--- config.mk ---
export PLATFORM = sky130hd
export DESIGN_NAME = nbs_bus_sequencer
export DESIGN_NICKNAME = d
export VERILOG_FILES = /design/src/include/nbs_pkg.sv /design/src/rtl/nbs_lane_step.sv /design/src/rtl/nbs_bus_sequencer.sv
export SDC_FILE = /design/constraint.sdc
export NUM_CORES = 1
export LEC_CHECK = 0
export BUFFER_PORTS_ARGS = -buffer_cell sky130_fd_sc_hd__buf_2
export CORE_MARGIN = 2
export CORE_UTILIZATION = 53
export CTS_BUF_LIST = sky130_fd_sc_hd__clkbuf_4 sky130_fd_sc_hd__clkbuf_8
export DETAILED_ROUTE_END_ITERATION = 16
export GPL_TIMING_DRIVEN = 0
export PLACE_DENSITY_LB_ADDON = 0.05
export RECOVER_POWER = 25
export SYNTH_ARGS = -nofsm -noshare
export SYNTH_HDL_FRONTEND = slang
export SYNTH_SLANG_ARGS = --single-unit
export TNS_END_PERCENT = 100
--- constraint.sdc ---
create_clock -name clk_i -period 1.9 [get_ports clk_i]
set_clock_uncertainty 0.15 [all_clocks]
set_input_delay 0.38 -clock clk_i [delete_from_list [all_inputs] [get_ports clk_i]]
set_output_delay 0.38 -clock clk_i [all_outputs]
set_load 0.005 [all_outputs]
--- src/include/nbs_pkg.sv ---
// Package for the narrow-memory byte-select bus sequencer.
// Assumes a 32-bit processor bus with four active-low byte-lane enables.
package nbs_pkg;

  // ****************************************
  // Lane patterns and sizes
  // ****************************************
  localparam logic [3:0] BE_ALL_N = 4'h0;
  localparam logic [3:0] BE_NONE_N = 4'hF;
  localparam logic [3:0] LANES_ALL = 4'hF;
  localparam logic [3:0] LOW_HALF = 4'h3;
  localparam logic [3:0] X11_HIGH_BE_N = 4'h8;
  localparam logic [1:0] SIZE_BYTE = 2'h0;
  localparam logic [1:0] SIZE_WORD = 2'h1;
  localparam logic [1:0] SIZE_DWORD = 2'h2;
  localparam logic [1:0] LINE_LAST_WORD = 2'h3;
  localparam logic [4:0] FILL_CYCLES_MAX = 5'h10;
  localparam logic [29:0] WORD_STEP = 30'h00000001;

endpackage

--- src/rtl/nbs_lane_step.sv ---
// Next byte-lane pattern after a cycle that a size indication cut short.
// Assumes the size inputs are already synchronised by the caller.
`timescale 1ns/1ps
module nbs_lane_step
  import nbs_pkg::*;
(
  input wire logic [3:0] be_n_i,
  input wire logic narrow8_size_n_i,
  input wire logic narrow16_size_n_i,
  output logic [3:0] next_be_n_o,
  output logic more_o
);

  logic [3:0] act;

  always_comb
  begin
    act = ~be_n_i;
    next_be_n_o = BE_NONE_N;
    // Low-order lanes go first; the rest is left for the next cycle
    if (!narrow8_size_n_i)
    begin
      next_be_n_o = be_n_i | (act & (~act + 4'h1));
    end
    else if (!narrow16_size_n_i)
    begin
      if ((act & LOW_HALF) != 4'h0)
      begin
        next_be_n_o = be_n_i | LOW_HALF;
      end
    end
    more_o = (next_be_n_o != BE_NONE_N);
  end

endmodule

--- src/rtl/nbs_bus_sequencer.sv ---
// Bus-cycle sequencer: splits operands and line fills into bus cycles.
// Assumes the ready and size pins come from outside the clock domain.
// Summary of operation
// - Fill runs enough narrow cycles, at most 16
// - Later fill cycles drive correct contiguous lanes
// - Word-spanning operand splits into extra cycles
// - Unaligned split sends highest-order bytes first
// - Dword at x11: upper three, then low byte
// - Forced extra cycles send low-order portion first
`timescale 1ns/1ps
module nbs_bus_sequencer
  import nbs_pkg::*;
(
  input wire logic clk_i,
  input wire logic rst_b_i,
  input wire logic req_valid_i,
  output logic req_ready_o,
  input wire logic [31:0] req_addr_i,
  input wire logic [1:0] req_size_i,
  input wire logic req_fill_i,
  output logic req_done_o,
  output logic cyc_start_o,
  output logic [29:0] cyc_word_o,
  output logic [3:0] byte_lane_enables_n_o,
  output logic cyc_fill_first_o,
  input wire logic cyc_ready_n_i,
  input wire logic narrow8_size_n_i,
  input wire logic narrow16_size_n_i
);

  // ****************************************
  // Pin synchronisers
  // ****************************************
  logic [2:0] pin_q1;
  logic [2:0] pin_q2;

  always_ff @(posedge clk_i or negedge rst_b_i)
  begin
    if (!rst_b_i)
    begin
      pin_q1 <= 3'h7;
      pin_q2 <= 3'h7;
    end
    else
    begin
      pin_q1 <= {cyc_ready_n_i, narrow8_size_n_i, narrow16_size_n_i};
      pin_q2 <= pin_q1;
    end
  end

  logic rdy;
  logic s8_n;
  logic s16_n;
  assign rdy = ~pin_q2[2];
  assign s8_n = pin_q2[1];
  assign s16_n = pin_q2[0];

  // ****************************************
  // Sequencer state
  // ****************************************
  typedef enum logic [2:0] {
    NBS_IDLE = 3'b001,
    NBS_ISSUE = 3'b010,
    NBS_WAIT = 3'b100
  } nbs_state_t;

  nbs_state_t state;
  nbs_state_t next_state;
  logic [29:0] next_cyc_word;
  logic [3:0] next_be_n;
  logic next_fill_first;
  logic fill;
  logic next_fill;
  logic [1:0] fill_cnt;
  logic [1:0] next_fill_cnt;
  logic pend_low;
  logic next_pend_low;
  logic [29:0] low_word;
  logic [29:0] next_low_word;
  logic [3:0] low_be_n;
  logic [3:0] next_low_be_n;
  logic done;
  logic next_done;

  logic [3:0] step_be_n;
  logic step_more;

  nbs_lane_step u_step (
    .be_n_i(byte_lane_enables_n_o),
    .narrow8_size_n_i(s8_n),
    .narrow16_size_n_i(s16_n),
    .next_be_n_o(step_be_n),
    .more_o(step_more)
  );

  logic take;
  logic [1:0] off;
  logic [2:0] last_byte;
  logic spans;
  logic [3:0] lo_mask;
  logic [3:0] hi_mask;

  always_comb
  begin
    take = req_valid_i && (state == NBS_IDLE);
    off = req_addr_i[1:0];
    last_byte = {1'b0, off} + ((req_size_i == SIZE_DWORD) ? 3'h3 : {1'b0, req_size_i});
    spans = !req_fill_i && last_byte[2];
    lo_mask = LANES_ALL << off;
    hi_mask = LANES_ALL >> (2'h3 - last_byte[1:0]);
  end

  always_comb
  begin
    next_state = state;
    next_cyc_word = cyc_word_o;
    next_be_n = byte_lane_enables_n_o;
    next_fill_first = cyc_fill_first_o;
    next_fill = fill;
    next_fill_cnt = fill_cnt;
    next_pend_low = pend_low;
    next_low_word = low_word;
    next_low_be_n = low_be_n;
    next_done = 1'b0;
    case (state)
      NBS_IDLE:
      begin
        if (take)
        begin
          next_state = NBS_ISSUE;
          next_fill = req_fill_i;
          next_fill_cnt = 2'h0;
          next_fill_first = req_fill_i;
          next_pend_low = spans;
          next_low_word = req_addr_i[31:2];
          next_low_be_n = ~lo_mask;
          if (req_fill_i)
          begin
            // Line starts at its first word with all lanes on
            next_cyc_word = {req_addr_i[31:4], 2'h0};
            next_be_n = BE_ALL_N;
          end
          else if (spans)
          begin
            // Upper word first, lower word held back
            next_cyc_word = req_addr_i[31:2] + WORD_STEP;
            next_be_n = ~hi_mask;
          end
          else
          begin
            next_cyc_word = req_addr_i[31:2];
            next_be_n = ~(lo_mask & hi_mask);
          end
        end
      end
      NBS_ISSUE:
      begin
        next_state = NBS_WAIT;
      end
      NBS_WAIT:
      begin
        if (rdy)
        begin
          next_state = NBS_ISSUE;
          next_fill_first = 1'b0;
          if (step_more)
          begin
            next_be_n = step_be_n;
          end
          else if (pend_low)
          begin
            next_cyc_word = low_word;
            next_be_n = low_be_n;
            next_pend_low = 1'b0;
          end
          else if (fill && (fill_cnt != LINE_LAST_WORD))
          begin
            next_fill_cnt = fill_cnt + 2'h1;
            next_cyc_word = {cyc_word_o[29:2], fill_cnt + 2'h1};
            next_be_n = BE_ALL_N;
          end
          else
          begin
            next_state = NBS_IDLE;
            next_fill = 1'b0;
            next_done = 1'b1;
          end
        end
      end
      default:
      begin
        next_state = NBS_IDLE;
      end
    endcase
  end

  always_ff @(posedge clk_i or negedge rst_b_i)
  begin
    if (!rst_b_i)
    begin
      state <= NBS_IDLE;
      cyc_word_o <= 30'h00000000;
      byte_lane_enables_n_o <= BE_NONE_N;
      cyc_fill_first_o <= 1'b0;
      fill <= 1'b0;
      fill_cnt <= 2'h0;
      pend_low <= 1'b0;
      low_word <= 30'h00000000;
      low_be_n <= BE_NONE_N;
      done <= 1'b0;
    end
    else
    begin
      state <= next_state;
      cyc_word_o <= next_cyc_word;
      byte_lane_enables_n_o <= next_be_n;
      cyc_fill_first_o <= next_fill_first;
      fill <= next_fill;
      fill_cnt <= next_fill_cnt;
      pend_low <= next_pend_low;
      low_word <= next_low_word;
      low_be_n <= next_low_be_n;
      done <= next_done;
    end
  end

  assign req_ready_o = (state == NBS_IDLE);
  assign cyc_start_o = (state == NBS_ISSUE);
  assign req_done_o = done;

  // ****************************************
  // Checks
  // ****************************************
  logic [4:0] fill_cycles;

  always_ff @(posedge clk_i or negedge rst_b_i)
  begin
    if (!rst_b_i)
    begin
      fill_cycles <= 5'h00;
    end
    else if (take)
    begin
      fill_cycles <= 5'h00;
    end
    else if (cyc_start_o && fill && (fill_cycles != 5'h1F))
    begin
      fill_cycles <= fill_cycles + 5'h01;
    end
  end
endmodule

==> impl_metrics.py <==
metrics = {
    "clock_tree": {
        "cts_root_buffer": "sky130_fd_sc_hd__clkbuf_8",
        "clock_insertion_delay_worst_skew_ps": 370,
        "clock_tree_from_tritoncts": "yes",
        "cts_htree_levels": 3,
        "maximum_clock_path_buffer_count": 2,
        "clkTransAtPathRegs_ps": 80,
        "clock_sinks": 83,
        "cts_made_buffers": 9,
    },
    "power_and_ir_drop": {
        "comb_power_share_pct": 44.0,
        "seq_power_share_pct": 39.1,
        "power_leakage_nw": 2.865,
        "p_int_mw": 5.027,
        "switching_power_mw": 2.948,
        "total_power_mw": 7.975,
        "clkPwrFrac_pct": 16.9,
        "power.density_nw_per_um2": 1320,
        "ir_drop_v": 0.0006330,
        "power.switching_fraction_pct": 36.96,
    },
    "global_route": {
        "first_global_vias": 3972,
        "largest_net_degree_at_the_start_of_global_routing": 66,
        "grt-ovfl-total": 0,
        "grt_pass1_wl_um": 20420,
        "grt_util_all_layers_pct": 29.50,
        "antenna_found_initial": 0,
    },
    "worst_setup_path": {
        "worst-endpoint-required_ps": 2050,
        "r2r_slack_ps": -270,
        "timing.critical_path.max_delay_family": "simple AND/OR/NAND/NOR gates",
        "cpMaxStageDelayCell": "sky130_fd_sc_hd__or4_4",
        "cpPeakStageDelay_ps": 620,
        "timing.rr.start": "state[0]",
        "timing_worst_setup_path_type": "in2reg",
        "startpoint": "req_size_i[1]",
        "crit_path_dat_ps": 2350,
        "worst_setup_path_start_kind": "input port",
        "crit_fanout": 5,
        "timing.critical_path.cells": "buf_6, or2_4, ha_4, fa_2, nand3b_4, or4_4, or3_1, a21oi_2, a221o_1",
        "cp.buffers_inverters": 1,
        "endpoint_kind": "register",
    },
    "synth": {
        "yosys.area_share.simple_pct": 25.65,
        "post_synth_mux_area_share_pct": 5.381,
        "synth_area_per_cell_um2": 9.254,
        "synth_top_family_by_area": "simple AND/OR/NAND/NOR gates",
        "synth-seq-cells": 83,
        "synth-compound-area-share_pct": 12.24,
        "synthDominantCellAreaShare_pct": 37.91,
        "yosysSeqAreaShare_pct": 46.70,
        "cell_accounting_for_the_most_synthesized_area": "sky130_fd_sc_hd__dfrtp_1",
        "ys.warnings.count": 0,
        "postSynth.topFlopCell": "sky130_fd_sc_hd__dfrtp_1",
        "ys_types": 62,
        "postSynth.asyncResetShare_pct": 100.0,
        "synth_commonest_cells": "sky130_fd_sc_hd__nand2_1, sky130_fd_sc_hd__dfrtp_1, sky130_fd_sc_hd__nand3_1",
        "yosys.cell_count.top_type": "sky130_fd_sc_hd__nand2_1",
        "netlist_instances": 485,
        "syn-cell-area_um2": 4488,
        "synth_adder_area_share_pct": 1.282,
        "synth.area.top_cells": "sky130_fd_sc_hd__dfrtp_1, sky130_fd_sc_hd__nand2_1, sky130_fd_sc_hd__dfstp_2",
        "synth_nets": 530,
        "synth_xor_area_share_pct": 4.098,
        "synth-edff-count": 0,
    },
    "outcome": {
        "outcome": "complete, but fails checks",
        "violations": "setup timing",
    },
    "finish": {
        "area_growth_synth_to_finish_pct": 34.57,
        "fillCellCount": 616,
        "final_net_count": 651,
        "insertedDiodeCount": 0,
        "drive_gt1_share_pct": 38.46,
    },
    "placement": {
        "io_buffer_count": 75,
        "post-dp-hpwl_um": 8324,
        "post-place-ws_ps": -879.3,
        "gp_congestion": 0.8719,
    },
    "floorplan": {
        "fp.dieArea_um2": 9220,
        "pin_count": 79,
        "die_extent_in_x_um": 96.02,
        "core_region_area_um2": 8217,
        "core.rowCount": 33,
        "start_util_pct": 54.62,
        "chip_height_um": 96.02,
    },
    "detailed_routing": {
        "drt-vias-per-instance": 5.863,
        "route.final.wire_length_um": 12910,
        "detail-route-antenna-nets": 0,
        "drt_pre_antenna_iters": 5,
        "drt_iter0_drc": 304,
        "avgRoutedWirePerCell_um": 18.04,
        "num_vias": 4198,
        "route.detailed.drc": 0,
    },
    "sta": {
        "fmaxAchievable_mhz": 455.6,
        "setup-violations-final": 32,
        "timing_max_transition_violations_final": 0,
        "finalSetupTns_ps": -5723,
        "worst_slew_pin_slew_ps": 1193,
        "clock_period_minus_final_worst_setup_slack_ps": 2195,
        "post-route-worst-setup-slack_ps": -294.9,
        "period_share_pct": 115.5,
        "hold_viol_final": 0,
        "setup_repair_after_global_routing_missed_its_margin": "true",
        "slew_headroom_pct": 20.47,
    },
    "min_path": {
        "hold_path.startpoint": "req_addr_i[31]",
        "timing.hold.worst.class": "in2reg",
    },
    "run": {
        "maxCapViolCount": 0,
    },
}
[worst reg2reg max path, stage by stage (launching register included)]
cell and delay [ps]:
sky130_fd_sc_hd__dfstp_2 410, sky130_fd_sc_hd__or3b_4 400, sky130_fd_sc_hd__a21oi_4 210, sky130_fd_sc_hd__o21ai_4 100
sky130_fd_sc_hd__a21oi_4 180, sky130_fd_sc_hd__buf_6 140, sky130_fd_sc_hd__buf_8 120, sky130_fd_sc_hd__mux2_2 340
[flip-flops by register name, indices dropped and copies added, names as in the netlist]
signal,flops
cyc_fill_first_o,1
req_done_o,1
low_word,30
cyc_word_o,30
fill,1
pin_q2,3
state,3
pin_q1,3
byte_lane_enables_n_o,4
low_be_n,4
pend_low,1
fill_cnt,2
[power by group through the flow]
stage	clock network, mW	logic [mW]	registers [mW]
after floorplan	0	1.68	3.03
after detailed placement	0	2.67	3.07
final	1.35	3.51	3.12
after global routing	1.43	3.85	3.21
after CTS	1.36	3.17	3.08
after global placement	0	2.61	3.04
[cell usage in the layout, fill, tap and decap left out, drive strengths merged, types with 8 or more instances in the layout]
master / instances
a21oi: 17
buf: 123
clkbuf: 23
dfrtp: 68
dfstp: 15
inv: 19
mux2: 17
nand2: 122
nand3: 24
nand4: 11
nor2: 13
nor3: 8
nor4: 10
o21ai: 18
o221ai: 10
xnor2: 16
[final timing paths]
check	cells past startpoint	end
worst max-delay path	9	cyc_word_o[21]
worst min-delay path	3	low_word[29]
worst max register to register	7	cyc_word_o[6]
worst min register to register	0	pin_q2[2]
max in group asynchronous	3	pin_q2[1]
min in group asynchronous	2	req_done_o
[layout make-up]
class | instances | area [µm²] | area share, %
multi-input combinational | 355 | 2571 | 42.57
sequential | 83 | 2097 | 34.72
timing repair buffer | 118 | 813.3 | 13.47
buffer | 20 | 150.1 | 2.486
clock inverter | 4 | 50.05 | 0.8287
tap | 105 | 131.4 | 2.175
clock buffer | 12 | 152.6 | 2.527
inverter | 19 | 73.82 | 1.222
[layer usage]
| metal | part of all wire, % | vias up | global-route usage [%] |
|---|---|---|---|
| met3 | 6.0 | 21 | 3.759 |
| met2 | 49 | 170 | 47.86 |
| li1 | - | 1952 | - |
| met4 | 1.8 | 0 | 11.43 |
| met5 | 0 | - | 0 |
| met1 | 44 | 2055 | 40.30 |
[per-stage QoR]
stage	util, %	hold WS, ps	std cells	instance area [µm²]
CTS	70.38	87.38	703	5783
finish	73.50	93.25	716	6040
global route	73.50	99.00	716	6040
floorplan	-	-65.59	485	4573
global placement	61.82	196.1	665	5080
detailed placement	62.19	127.7	666	5110
[what timing repair did]
item / 4_1_cts / 5_1_grt
buffers inserted: 20 / 18
setup endpoints to repair: 77 / 72
endpoints found under the hold margin: 21 / 0
pin swaps: 26 / 31
hold buffers: 4 / 0
gates resized for setup: 73 / 40
gates cloned: 2 / 0
[kinds of logic (layout without fill, tap and decap cells)]
logic type,after synthesis,in the layout
compound gates,79,79
xor+xnor,21,21
fa+ha+maj,4,4
buf+inv,48,173
flops,83,83
mux,22,22
simple gates,228,229
Power figures use the tool's default switching activity.
